--- src/logic/drs_params.svh ---
// Offsets, bit positions and reset values of the loop and reference status group
`ifndef DRS_PARAMS_SVH
`define DRS_PARAMS_SVH

// Byte addresses on the control port
`define DRS_ADDR_IO_UPDATE 16'h0005
`define DRS_ADDR_REF_EVENT 16'h0D06
`define DRS_ADDR_RSVD_EVENT 16'h0D07
`define DRS_ADDR_LOOP_STATE 16'h0D08
`define DRS_ADDR_LOOP_REF 16'h0D09
`define DRS_ADDR_RSVD_A 16'h0D0A
`define DRS_ADDR_INPUT_REF 16'h0D0B
`define DRS_ADDR_RSVD_B 16'h0D0C
`define DRS_ADDR_TUNE_B0 16'h0D0D
`define DRS_ADDR_TUNE_B1 16'h0D0E
`define DRS_ADDR_TUNE_B2 16'h0D0F
`define DRS_ADDR_TUNE_B3 16'h0D10
`define DRS_ADDR_PHASE_LO 16'h0D11
`define DRS_ADDR_PHASE_HI 16'h0D12
`define DRS_ADDR_FREQ_LO 16'h0D13
`define DRS_ADDR_FREQ_HI 16'h0D14

// Value that triggers a status refresh
`define DRS_IO_UPDATE_VAL 8'h01

// Reference event register bit positions
`define DRS_EV_A_FAULT 0
`define DRS_EV_A_CLEARED 1
`define DRS_EV_A_VALIDATED 2
`define DRS_EV_B_FAULT 4
`define DRS_EV_B_CLEARED 5
`define DRS_EV_B_VALIDATED 6

// Input reference status: second reference field starts here
`define DRS_REF_B_SHIFT 4

// Reset values
`define DRS_EVENT_RESET 8'h00
`define DRS_SNAP_RESET 8'h00
`define DRS_READ_RESET 8'h00

`endif

--- src/logic/drs_pkg.sv ---
// Types of the loop and reference status group
package drs_pkg;

    // Raw condition of one reference from its monitor
    typedef struct packed {
        logic timer_expired;
        logic fault;
        logic fast;
        logic slow;
        logic missing;
    } drs_ref_in_t;

    // Live state of the digital loop
    typedef struct packed {
        logic slew_limited;
        logic freq_lock;
        logic phase_lock;
        logic switching;
        logic holdover;
        logic active;
        logic freerun;
    } drs_loop_t;

    // Everything the monitored logic reports
    typedef struct packed {
        drs_ref_in_t second_reference;
        drs_ref_in_t first_reference;
        drs_loop_t loop;
        logic clamped;
        logic history_ready;
        logic [1:0] active_priority;
        logic active_index;
        logic [29:0] tuning_word;
        logic [11:0] phase_level;
        logic [11:0] freq_level;
    } drs_live_t;

    // Control port request
    typedef struct packed {
        logic [15:0] addr;
        logic [7:0] wdata;
        logic wr;
        logic rd;
    } drs_bus_t;

    // All state of the status block
    typedef struct packed {
        logic [7:0] events;
        logic [1:0] prev_valid;
        logic [1:0] prev_fault;
        logic [7:0] ref_snap;
        logic [7:0] rd_data;
    } drs_state_t;

endpackage

--- src/logic/drs_readback.sv ---
// Loop and reference status readback with sticky reference event monitor
//
// Notes on behaviour
// - Validated events at bits 6 and 2.
// - Fault-cleared events at bits 5 and 1.
// - Fault events at bits 4 and 0.
// - Loop state bits: free run, active, holdover.
// - Switchover bit 3 high while switching.
// - Phase lock bit 4, frequency lock bit 5.
// - Bit 6 set while offset rate limited.
// - Clamp flag at bit 5, second register.
// - History available flag at bit 4.
// - Active reference priority in bits 3 to 2.
// - Active reference index at bit 0.
// - Valid only when unfaulted and timer expired.
// - Fault flag whenever reference unusable.
// - Fast flag above upper frequency limit.
// - Slow flag below lower frequency limit.
// - Missing clock sets fast and slow together.
// - Tuning word over four bytes, LSB first.
// - Phase lock level, 12 bits, read-only.
// - Frequency lock level, 12 bits, read-only.
// - Event bit set only when not masked.
// - Event bits sticky until cleared or reset.
`timescale 1ns/1ps
`include "drs_params.svh"

module drs_readback (
    // Clock and reset
    input wire logic sys_clk,
    input wire logic sys_rst,
    // Control port
    input wire drs_pkg::drs_bus_t bus,
    output logic [7:0] rd_data,
    // Monitored loop and references
    input wire drs_pkg::drs_live_t live,
    // Event mask and clearing controls
    input wire logic [7:0] ev_mask,
    input wire logic [7:0] ev_clear,
    input wire logic ev_clear_all
);

    drs_pkg::drs_state_t st;
    drs_pkg::drs_state_t next_st;
    logic [3:0] eff_a;
    logic [3:0] eff_b;
    logic [7:0] ev_set;
    logic io_update;

    // Effective {valid, fault, fast, slow} of one reference
    function automatic logic [3:0] ref_effective(input drs_pkg::drs_ref_in_t r);
        logic flt;
        flt = r.fault | r.missing;
        ref_effective = {r.timer_expired & ~flt,
                         flt,
                         r.fast | r.missing,
                         r.slow | r.missing};
    endfunction

    // Read decode; unmapped and reserved locations answer zero
    function automatic logic [7:0] read_mux(input logic [15:0] a,
                                            input drs_pkg::drs_state_t s,
                                            input drs_pkg::drs_live_t l);
        logic [7:0] d;
        d = 8'h00;
        unique case (a)
            `DRS_ADDR_REF_EVENT: d = s.events & 8'h77;
            `DRS_ADDR_LOOP_STATE: d = {1'b0, l.loop};
            `DRS_ADDR_LOOP_REF: d = {2'b00, l.clamped, l.history_ready,
                                     l.active_priority, 1'b0, l.active_index};
            `DRS_ADDR_INPUT_REF: d = s.ref_snap;
            `DRS_ADDR_TUNE_B0: d = l.tuning_word[7:0];
            `DRS_ADDR_TUNE_B1: d = l.tuning_word[15:8];
            `DRS_ADDR_TUNE_B2: d = l.tuning_word[23:16];
            `DRS_ADDR_TUNE_B3: d = {2'b00, l.tuning_word[29:24]};
            `DRS_ADDR_PHASE_LO: d = l.phase_level[7:0];
            `DRS_ADDR_PHASE_HI: d = {4'h0, l.phase_level[11:8]};
            `DRS_ADDR_FREQ_LO: d = l.freq_level[7:0];
            `DRS_ADDR_FREQ_HI: d = {4'h0, l.freq_level[11:8]};
            default: d = 8'h00;
        endcase
        return d;
    endfunction

    always_comb
    begin
        eff_a = ref_effective(live.first_reference);
        eff_b = ref_effective(live.second_reference);
        // Edges taken against the last cycle so a single-cycle glitch still logs
        ev_set = 8'h00;
        ev_set[`DRS_EV_A_VALIDATED] = eff_a[3] & ~st.prev_valid[0];
        ev_set[`DRS_EV_A_CLEARED] = ~eff_a[2] & st.prev_fault[0];
        ev_set[`DRS_EV_A_FAULT] = eff_a[2] & ~st.prev_fault[0];
        ev_set[`DRS_EV_B_VALIDATED] = eff_b[3] & ~st.prev_valid[1];
        ev_set[`DRS_EV_B_CLEARED] = ~eff_b[2] & st.prev_fault[1];
        ev_set[`DRS_EV_B_FAULT] = eff_b[2] & ~st.prev_fault[1];
        ev_set = ev_set & ~ev_mask;
        io_update = bus.wr && bus.addr == `DRS_ADDR_IO_UPDATE
                    && bus.wdata == `DRS_IO_UPDATE_VAL;
        next_st = st;
        next_st.prev_valid = {eff_b[3], eff_a[3]};
        next_st.prev_fault = {eff_b[2], eff_a[2]};
        // A new event beats a clear in the same cycle
        next_st.events = ((st.events & ~ev_clear & {8{~ev_clear_all}}) | ev_set)
                         & 8'h77;
        // Snapshot keeps software reads coherent across the whole byte
        if (io_update)
        begin
            next_st.ref_snap = {eff_b, eff_a};
        end
        next_st.rd_data = bus.rd ? read_mux(bus.addr, st, live) : 8'h00;
    end

    always_ff @(posedge sys_clk)
    begin
        if (sys_rst)
        begin
            st.events <= `DRS_EVENT_RESET;
            st.prev_valid <= 2'h0;
            st.prev_fault <= 2'h0;
            st.ref_snap <= `DRS_SNAP_RESET;
            st.rd_data <= `DRS_READ_RESET;
        end
        else
        begin
            st <= next_st;
        end
    end

    assign rd_data = st.rd_data;

    chk_first_validated: assert property (@(posedge sys_clk) disable iff (sys_rst)
        (eff_a[3] && !st.prev_valid[0] && !ev_mask[`DRS_EV_A_VALIDATED])
        |=> st.events[`DRS_EV_A_VALIDATED])
        else $error("first reference validated event lost");

    chk_second_fault_set: assert property (@(posedge sys_clk) disable iff (sys_rst)
        (eff_b[2] && !st.prev_fault[1] && !ev_mask[`DRS_EV_B_FAULT])
        |=> st.events[`DRS_EV_B_FAULT])
        else $error("second reference fault event lost");

    chk_fault_cleared: assert property (@(posedge sys_clk) disable iff (sys_rst)
        (!eff_a[2] && st.prev_fault[0] && !ev_mask[`DRS_EV_A_CLEARED])
        |=> st.events[`DRS_EV_A_CLEARED])
        else $error("first reference fault cleared event lost");

    chk_mask_blocks: assert property (@(posedge sys_clk) disable iff (sys_rst)
        (!st.events[`DRS_EV_B_FAULT] && ev_mask[`DRS_EV_B_FAULT])
        |=> !st.events[`DRS_EV_B_FAULT])
        else $error("masked event was recorded");

    chk_event_sticky: assert property (@(posedge sys_clk) disable iff (sys_rst)
        (st.events[`DRS_EV_A_FAULT] && !ev_clear[`DRS_EV_A_FAULT] && !ev_clear_all)
        |=> st.events[`DRS_EV_A_FAULT])
        else $error("event bit dropped without a clear");

    chk_clear_all: assert property (@(posedge sys_clk) disable iff (sys_rst)
        (ev_clear_all && ev_set == 8'h00) |=> st.events == 8'h00)
        else $error("clear all left an event set");

    chk_snap_hold: assert property (@(posedge sys_clk) disable iff (sys_rst)
        !io_update |=> $stable(st.ref_snap))
        else $error("reference status changed without update");

    chk_missing_clock: assert property (@(posedge sys_clk) disable iff (sys_rst)
        (io_update && live.first_reference.missing)
        |=> st.ref_snap[1:0] == 2'b11 && st.ref_snap[2] && !st.ref_snap[3])
        else $error("missing clock not shown as fast and slow");

    chk_loop_read: assert property (@(posedge sys_clk) disable iff (sys_rst)
        (bus.rd && bus.addr == `DRS_ADDR_LOOP_STATE)
        |=> rd_data == {1'b0, $past(live.loop)})
        else $error("loop status read wrong");

    chk_reserved_zero: assert property (@(posedge sys_clk) disable iff (sys_rst)
        (bus.rd && (bus.addr == `DRS_ADDR_RSVD_A || bus.addr == `DRS_ADDR_RSVD_EVENT))
        ##1 1'b1 |-> rd_data == 8'h00)
        else $error("reserved location read non-zero");

    chk_tune_top: assert property (@(posedge sys_clk) disable iff (sys_rst)
        (bus.rd && bus.addr == `DRS_ADDR_TUNE_B3)
        |=> rd_data == {2'b00, $past(live.tuning_word[29:24])})
        else $error("tuning word top byte wrong");

    // Per-bit checks of events, snapshot and live readback
    chk_second_validated: assert property (@(posedge sys_clk) disable iff (sys_rst)
        (eff_b[3] && !st.prev_valid[1] && !ev_mask[`DRS_EV_B_VALIDATED])
        |=> st.events[`DRS_EV_B_VALIDATED])
        else $error("second reference validated event lost");

    chk_second_cleared: assert property (@(posedge sys_clk) disable iff (sys_rst)
        (!eff_b[2] && st.prev_fault[1] && !ev_mask[`DRS_EV_B_CLEARED])
        |=> st.events[`DRS_EV_B_CLEARED])
        else $error("second reference fault cleared event lost");

    chk_first_fault: assert property (@(posedge sys_clk) disable iff (sys_rst)
        (eff_a[2] && !st.prev_fault[0] && !ev_mask[`DRS_EV_A_FAULT])
        |=> st.events[`DRS_EV_A_FAULT])
        else $error("first reference fault event lost");

    chk_no_spurious: assert property (@(posedge sys_clk) disable iff (sys_rst)
        1'b1
        |=> (st.events & ~$past(st.events) & ~$past(ev_set)) == 8'h00)
        else $error("event bit set without an event");

    chk_reserved_events: assert property (@(posedge sys_clk) disable iff (sys_rst)
        1'b1
        |-> (st.events & 8'h88) == 8'h00)
        else $error("reserved event bit set");

    chk_clear_bit: assert property (@(posedge sys_clk) disable iff (sys_rst)
        (ev_clear[`DRS_EV_A_FAULT] && !ev_set[`DRS_EV_A_FAULT])
        |=> !st.events[`DRS_EV_A_FAULT])
        else $error("event clear did not clear");

    chk_set_wins: assert property (@(posedge sys_clk) disable iff (sys_rst)
        (ev_set != 8'h00)
        |=> (st.events & $past(ev_set)) == $past(ev_set))
        else $error("event lost to a clear in the same cycle");

    chk_first_valid: assert property (@(posedge sys_clk) disable iff (sys_rst)
        io_update
        |=> st.ref_snap[3] == ($past(live.first_reference.timer_expired)
            && !$past(live.first_reference.fault) && !$past(live.first_reference.missing)))
        else $error("first reference valid flag wrong");

    chk_second_valid: assert property (@(posedge sys_clk) disable iff (sys_rst)
        io_update
        |=> st.ref_snap[7] == ($past(live.second_reference.timer_expired)
            && !$past(live.second_reference.fault) && !$past(live.second_reference.missing)))
        else $error("second reference valid flag wrong");

    chk_first_unusable: assert property (@(posedge sys_clk) disable iff (sys_rst)
        (io_update && (live.first_reference.fault || live.first_reference.missing))
        |=> st.ref_snap[2])
        else $error("first reference fault flag missing");

    chk_second_unusable: assert property (@(posedge sys_clk) disable iff (sys_rst)
        (io_update && (live.second_reference.fault || live.second_reference.missing))
        |=> st.ref_snap[6])
        else $error("second reference fault flag missing");

    chk_first_fast: assert property (@(posedge sys_clk) disable iff (sys_rst)
        (io_update && live.first_reference.fast)
        |=> st.ref_snap[1])
        else $error("first reference fast flag missing");

    chk_second_fast: assert property (@(posedge sys_clk) disable iff (sys_rst)
        (io_update && live.second_reference.fast)
        |=> st.ref_snap[5])
        else $error("second reference fast flag missing");

    chk_first_slow: assert property (@(posedge sys_clk) disable iff (sys_rst)
        (io_update && live.first_reference.slow)
        |=> st.ref_snap[0])
        else $error("first reference slow flag missing");

    chk_second_slow: assert property (@(posedge sys_clk) disable iff (sys_rst)
        (io_update && live.second_reference.slow)
        |=> st.ref_snap[4])
        else $error("second reference slow flag missing");

    chk_second_missing: assert property (@(posedge sys_clk) disable iff (sys_rst)
        (io_update && live.second_reference.missing)
        |=> st.ref_snap[5:4] == 2'b11 && st.ref_snap[6] && !st.ref_snap[7])
        else $error("second missing clock not shown as fast and slow");

    chk_snap_update: assert property (@(posedge sys_clk) disable iff (sys_rst)
        io_update
        |=> st.ref_snap == {$past(eff_b), $past(eff_a)})
        else $error("reference status not refreshed on update");

    chk_update_exact: assert property (@(posedge sys_clk) disable iff (sys_rst)
        (bus.wr && bus.addr == `DRS_ADDR_IO_UPDATE && bus.wdata != `DRS_IO_UPDATE_VAL)
        |=> $stable(st.ref_snap))
        else $error("wrong update value refreshed status");

    chk_write_ignored: assert property (@(posedge sys_clk) disable iff (sys_rst)
        (bus.wr && bus.addr != `DRS_ADDR_IO_UPDATE)
        |=> $stable(st.ref_snap))
        else $error("write to status location changed state");

    chk_loop_switch: assert property (@(posedge sys_clk) disable iff (sys_rst)
        (bus.rd && bus.addr == `DRS_ADDR_LOOP_STATE)
        |=> rd_data[3] == $past(live.loop.switching))
        else $error("switchover bit wrong");

    chk_loop_lock: assert property (@(posedge sys_clk) disable iff (sys_rst)
        (bus.rd && bus.addr == `DRS_ADDR_LOOP_STATE)
        |=> rd_data[5:4] == {$past(live.loop.freq_lock), $past(live.loop.phase_lock)})
        else $error("lock bits wrong");

    chk_loop_slew: assert property (@(posedge sys_clk) disable iff (sys_rst)
        (bus.rd && bus.addr == `DRS_ADDR_LOOP_STATE)
        |=> rd_data[7:6] == {1'b0, $past(live.loop.slew_limited)})
        else $error("slew limit bit wrong");

    chk_clamp_flag: assert property (@(posedge sys_clk) disable iff (sys_rst)
        (bus.rd && bus.addr == `DRS_ADDR_LOOP_REF)
        |=> rd_data[7:5] == {2'b00, $past(live.clamped)})
        else $error("clamp flag wrong");

    chk_history_flag: assert property (@(posedge sys_clk) disable iff (sys_rst)
        (bus.rd && bus.addr == `DRS_ADDR_LOOP_REF)
        |=> rd_data[4] == $past(live.history_ready))
        else $error("history flag wrong");

    chk_priority_field: assert property (@(posedge sys_clk) disable iff (sys_rst)
        (bus.rd && bus.addr == `DRS_ADDR_LOOP_REF)
        |=> rd_data[3:2] == $past(live.active_priority))
        else $error("active priority wrong");

    chk_active_index: assert property (@(posedge sys_clk) disable iff (sys_rst)
        (bus.rd && bus.addr == `DRS_ADDR_LOOP_REF)
        |=> rd_data[1:0] == {1'b0, $past(live.active_index)})
        else $error("active index wrong");

    chk_tune_low: assert property (@(posedge sys_clk) disable iff (sys_rst)
        (bus.rd && bus.addr == `DRS_ADDR_TUNE_B0)
        |=> rd_data == $past(live.tuning_word[7:0]))
        else $error("tuning word low byte wrong");

    chk_tune_second: assert property (@(posedge sys_clk) disable iff (sys_rst)
        (bus.rd && bus.addr == `DRS_ADDR_TUNE_B1)
        |=> rd_data == $past(live.tuning_word[15:8]))
        else $error("tuning word second byte wrong");

    chk_tune_third: assert property (@(posedge sys_clk) disable iff (sys_rst)
        (bus.rd && bus.addr == `DRS_ADDR_TUNE_B2)
        |=> rd_data == $past(live.tuning_word[23:16]))
        else $error("tuning word third byte wrong");

    chk_phase_low: assert property (@(posedge sys_clk) disable iff (sys_rst)
        (bus.rd && bus.addr == `DRS_ADDR_PHASE_LO)
        |=> rd_data == $past(live.phase_level[7:0]))
        else $error("phase level low byte wrong");

    chk_phase_high: assert property (@(posedge sys_clk) disable iff (sys_rst)
        (bus.rd && bus.addr == `DRS_ADDR_PHASE_HI)
        |=> rd_data == {4'h0, $past(live.phase_level[11:8])})
        else $error("phase level high nibble wrong");

    chk_freq_low: assert property (@(posedge sys_clk) disable iff (sys_rst)
        (bus.rd && bus.addr == `DRS_ADDR_FREQ_LO)
        |=> rd_data == $past(live.freq_level[7:0]))
        else $error("frequency level low byte wrong");

    chk_freq_high: assert property (@(posedge sys_clk) disable iff (sys_rst)
        (bus.rd && bus.addr == `DRS_ADDR_FREQ_HI)
        |=> rd_data == {4'h0, $past(live.freq_level[11:8])})
        else $error("frequency level high nibble wrong");

    chk_read_idle: assert property (@(posedge sys_clk) disable iff (sys_rst)
        !bus.rd
        |=> rd_data == 8'h00)
        else $error("read data not zero outside a read");

    chk_reserved_b: assert property (@(posedge sys_clk) disable iff (sys_rst)
        (bus.rd && bus.addr == `DRS_ADDR_RSVD_B)
        |=> rd_data == 8'h00)
        else $error("reserved status location read non-zero");

    chk_event_read: assert property (@(posedge sys_clk) disable iff (sys_rst)
        (bus.rd && bus.addr == `DRS_ADDR_REF_EVENT)
        |=> rd_data == ($past(st.events) & 8'h77))
        else $error("event register read wrong");

    chk_status_read: assert property (@(posedge sys_clk) disable iff (sys_rst)
        (bus.rd && bus.addr == `DRS_ADDR_INPUT_REF)
        |=> rd_data == $past(st.ref_snap))
        else $error("reference status read wrong");

endmodule

--- config.mk ---
export PLATFORM = sky130hd
export DESIGN_NAME = drs_readback
export DESIGN_NICKNAME = d
export VERILOG_FILES = /design/src/logic/drs_pkg.sv /design/src/logic/drs_readback.sv
export VERILOG_INCLUDE_DIRS = /design/src /design/src/logic
export SDC_FILE = /design/constraint.sdc
export NUM_CORES = 1
export LEC_CHECK = 0
export BUFFER_PORTS_ARGS = -buffer_cell sky130_fd_sc_hd__buf_2
export CORE_ASPECT_RATIO = 2
export CORE_MARGIN = 1
export CORE_UTILIZATION = 38
export DETAILED_ROUTE_END_ITERATION = 10
export PLACE_DENSITY = 0.77
export SLEW_MARGIN = 20
export SYNTH_ARGS = -nofsm -noshare
export SYNTH_HDL_FRONTEND = slang
export SYNTH_SLANG_ARGS = --single-unit
--- constraint.sdc ---
create_clock -name sys_clk -period 1.7 [get_ports sys_clk]
set_clock_uncertainty 0.15 [all_clocks]
set_input_delay 0.255 -clock sys_clk [delete_from_list [all_inputs] [get_ports sys_clk]]
set_output_delay 0.255 -clock sys_clk [all_outputs]
set_load 0.005 [all_outputs]
* Yosys cells after proc, flatten, opt, wreduce, memory -nomap -nowiden
Index checks and enable logic that the tools add are counted.
** Storage, ports and cells
- Flip-flop bits (word level) :: 26
- Input port bits :: 121
- Output and inout bits :: 8
- Logic and storage cells :: 51
** Operators by class
- Equality and inequality tests :: 14
- Mux-type cells :: 1
- Bitwise gates (word level) :: 28
- Reduce and logical (&&, ||, !) cells :: 3
** Operators with widths (count)
- 16-bit by 12-bit == test with 1-bit output (second input constant) :: 12
- 8-bit case mux with 12 select lines :: 1
- 7-bit AND :: 3
- 16-bit by 3-bit == test with 1-bit output (second input constant) :: 1
- 7-bit inverter :: 2
- 1-bit AND :: 8
- 8-bit by 1-bit == test with 1-bit output (second input constant) :: 1
- 1-bit inverter :: 8
- 7-bit OR :: 1
- 1-bit OR :: 6
- 1-bit logical AND :: 2
- 2-bit OR reduction :: 1

* Logic depth before layout (Yosys ltp)
- Depth in word-level cells :: 6
- Gate-level depth with buffers :: 7
- Mapped depth without buffers :: 5

* Worst setup path after synthesis
Ideal clock, no wire load.
- Path kind :: input -> register
- Start point :: input port bus[15] (netlist bit)
- End point :: register rd_data[4] (netlist name)
- Setup time :: 74 ps
- Data arrival time :: 1481 ps
- Path slack :: -6 ps
- Cell stages on the path :: 6
- Path buffers :: 1
- Cells stage by stage :: or4b_4 -> and4b_1 -> buf_6 -> nand3_2 -> o311a_1 -> a31oi_1
** On the way
- Cells in the longest elaborated chain, start to end :: 2
- Elaborated cells on any way between the ends :: 13
- Classes of those cells :: eq/ne (12); mux (1)
** RTL lines
- start: declaration :: RTL line drs_readback.sv:33 : input wire drs_pkg::drs_bus_t bus,
- 16-bit by 12-bit == test with 1-bit output :: RTL line drs_readback.sv:66 : unique case (a)
- 8-bit case mux with 12 select lines * :: RTL line drs_readback.sv:66
Mark *: on every way between the ends. The rest lies on a longest branch, timed or not.
A chain may end at the register's enable or synchronous reset.

* Final worst setup path
- Start point :: input port bus[15] (netlist bit)
- End point :: register rd_data[3] (netlist name)
** On the way
- Cells in the longest elaborated chain, start to end :: 2
- Elaborated cells on any way between the ends :: 13
- Classes of those cells :: eq/ne (12); mux (1)
** RTL lines (RTL line)
- 16-bit by 12-bit == test with 1-bit output :: drs_readback.sv:66
- 8-bit case mux with 12 select lines * :: drs_readback.sv:66
Marks and branches as above.

==> metrics.cfg <==
[finish]
register_area_sq_um = 520.5
num-fill-cells = 428
multi_input_area_sq_um = 1276
antenna_cells = 0
final_cell_area_sq_um = 2918
finalNetCount = 499
layout_commonest_cell = buf_2
final_cell_mix = 122 x buf_2, 38 x buf_4, 31 x nor2_1
drive_gt1_share_pct = 50.93
area_growth_pct = 54.85

[clocking]
cts_sinks = 26
root_buffer = clkbuf_8
numCtsBuffers = 3
htree_levels = 1
tritoncts = yes
clock_latency_ns = 0.27
clk_pin_slew_ns = 0.10
cts_max_path_buffers = 2

[worst_setup_path]
startpoint_type = input port
cp.required_ns = 1.76
path_class = in -> reg
worstSetupEndpointType = register
arrival_ns = 1.76
worstPathMaxFanout = 8

[logic_synthesis]
synth-edff-count = 0
yosys_warnings = 0
ys_ff_latch = 26
syn_area_per_cell_sq_um = 8.265
syn_area_sq_um = 1884
yosysSeqAreaShare_pct = 27.62
synth_cell_type_count = 55
synth_cells = 228
synthFlopType = dfxtp_1
ys_async_sr_fraction_pct = 0
syn-num-nets = 349

[detailed_routing]
vias = 2384
drt_iter0_drc = 80
via_per_inst = 5.519
drc = 0
dr.pass1.iters = 5
wire_per_inst_um = 16.44
final_antenna_net_count = 0
totalWireLength_mm = 7.102

[power_and_ir_drop]
leakagePower_uw = 0.001315
p_total_uw = 1500
cellPowerDensity_nw_per_um2 = 514.0
max-vdd-ir-drop_mv = 0.5530

[global_routing]
grt_use_total_pct = 27.35
use_met3_pct = 3.604
met2_usage_pct = 55.24
busiest_layer = met2
grt_max_degree = 21
globalRouteMet1Util_pct = 27.05
overflow = 0
grt_antenna_before_repair = 0
grt_pass1_wl_mm = 10.83
grt_pass1_vias = 2460

[floorplan]
io-pin-count = 129
start_util_pct = 40.21
fp.dieW_um = 51.80
die-area_sq_um = 5262
design.core.area_sq_um = 4686
dieHeight_um = 101.6
num_rows = 35

[timing]
final_hold_viol_count = 0
finalCriticalPeriod_ns = 1.697
worst_slew_pin_slew_ns = 0.4068
setup_viol = 0
grt_setup_unrepaired = yes
fin_tns_setup_ns = 0
fin_crit_sh_pct = 99.82
slew_headroom_pct = 72.81
slew_viol_final = 0
fmax_mhz = 589.3
whs_ns = 0.02338

[min_path]
min_path_type = in -> reg

[placed_design]
port_buffers = 124
place_area_sq_um = 2753
gp_congestion = 0.8986
hpwl_mm = 5.847

[run_status]
status = finished, final reports clean

[job]
cap_violations = 0

-- state kept, by name, indices dropped and copies added (netlist names) --
name	flops
st	18
rd_data	8
-- area by class of cell --
cell class                      count  share of cell area [%]
Tap cell                           55                   2.358
Sequential cell                    26                   17.84
Inverter                            3                  0.3859
Multi-Input combinational cell    179                   43.74
Clock inverter                      1                   1.029
Clock buffer                        3                   1.415
Timing Repair Buffer              165                   33.23
-- synth_stat cells (4+ instances only) --
master	instances	area share, %
nor2_1	31	6.2
dfxtp_1	26	28
nand2_1	19	3.8
mux2i_1	12	6.4
a21oi_1	11	2.9
buf_4	9	3.6
nand2b_1	8	2.7
nand3_1	8	2.1
buf_2	6	1.6
nand4_1	6	2.0
a31oi_1	5	1.7
a211oi_1	4	1.6
a22oi_1	4	1.6
nand3b_1	4	1.6
nor2b_1	4	1.3
nor3_1	4	1.1
nor4b_1	4	1.9
o21ai_0	4	1.1
-- routing by layer --
metal  up-vias  routed length (um)
met5         -                   0
met4         0                 167
met3        16                 405
met2       110                4126
met1      1098                2402
li1       1160                   -
-- stage by stage --
| stage | utilization [%] | setup WS, ns | instances |
|---|---|---|---|
| finish | 62.27 | 0.003042 | 432 |
| global route | 62.27 | -0.02188 | 432 |
| CTS | 60.64 | -0.004254 | 429 |
| detailed placement | 58.75 | -0.3051 | 424 |
| global placement | 58.75 | -0.2917 | 424 |
| floorplan | - | -0.003363 | 228 |
-- where the power goes --
group | total [uW] | switching [uW] | internal (uW)
clock network | 514 | 199 | 315
registers | 623 | 5.06 | 617
logic | 363 | 165 | 198
-- timing repair --
action | CTS | global route
pin swaps | 2 | 12
hold buffers | 0 | 0
setup buffers | 1 | 2
endpoints found under the setup margin | 4 | 13
resized for setup | 2 | 15
cloned | 0 | 1
-- cell families (layout without fill, tap and decap cells) --
family | Yosys count | in the layout | synth area share, %
AND/OR/NAND/NOR | 111 | 111 | 34.40
flip-flops | 26 | 26 | 27.62
multiplexers | 16 | 16 | 10.56
buffers and inverters | 23 | 172 | 7.171
AO/OA/AOI/OAI | 52 | 52 | 20.25
-- worst paths after layout --
| path | startpoint | slack, ns | cells past startpoint | to |
|---|---|---|---|---|
| worst max-delay path | bus[15] | 0.003 | 7 | rd_data[3]$_SDFF_PP0_ |
| worst max register to register | st[11]$_SDFFE_PP0P_ | 0.41 | 4 | rd_data[3]$_SDFF_PP0_ |
| worst min-delay path | ev_mask[4] | 0.02 | 2 | st[24]$_SDFF_PP0_ |
| worst min register to register | st[18]$_SDFF_PP0_ | 0.27 | 1 | st[22]$_SDFF_PP0_ |
-- critical path: stages --
cell and delay, ns:
buf_4 0.13, or4b_4 0.54, and4b_2 0.34, buf_6 0.14, and3_4 0.18, o21ai_2 0.05, a21oi_2 0.11
Power figures use the tool's default switching activity.
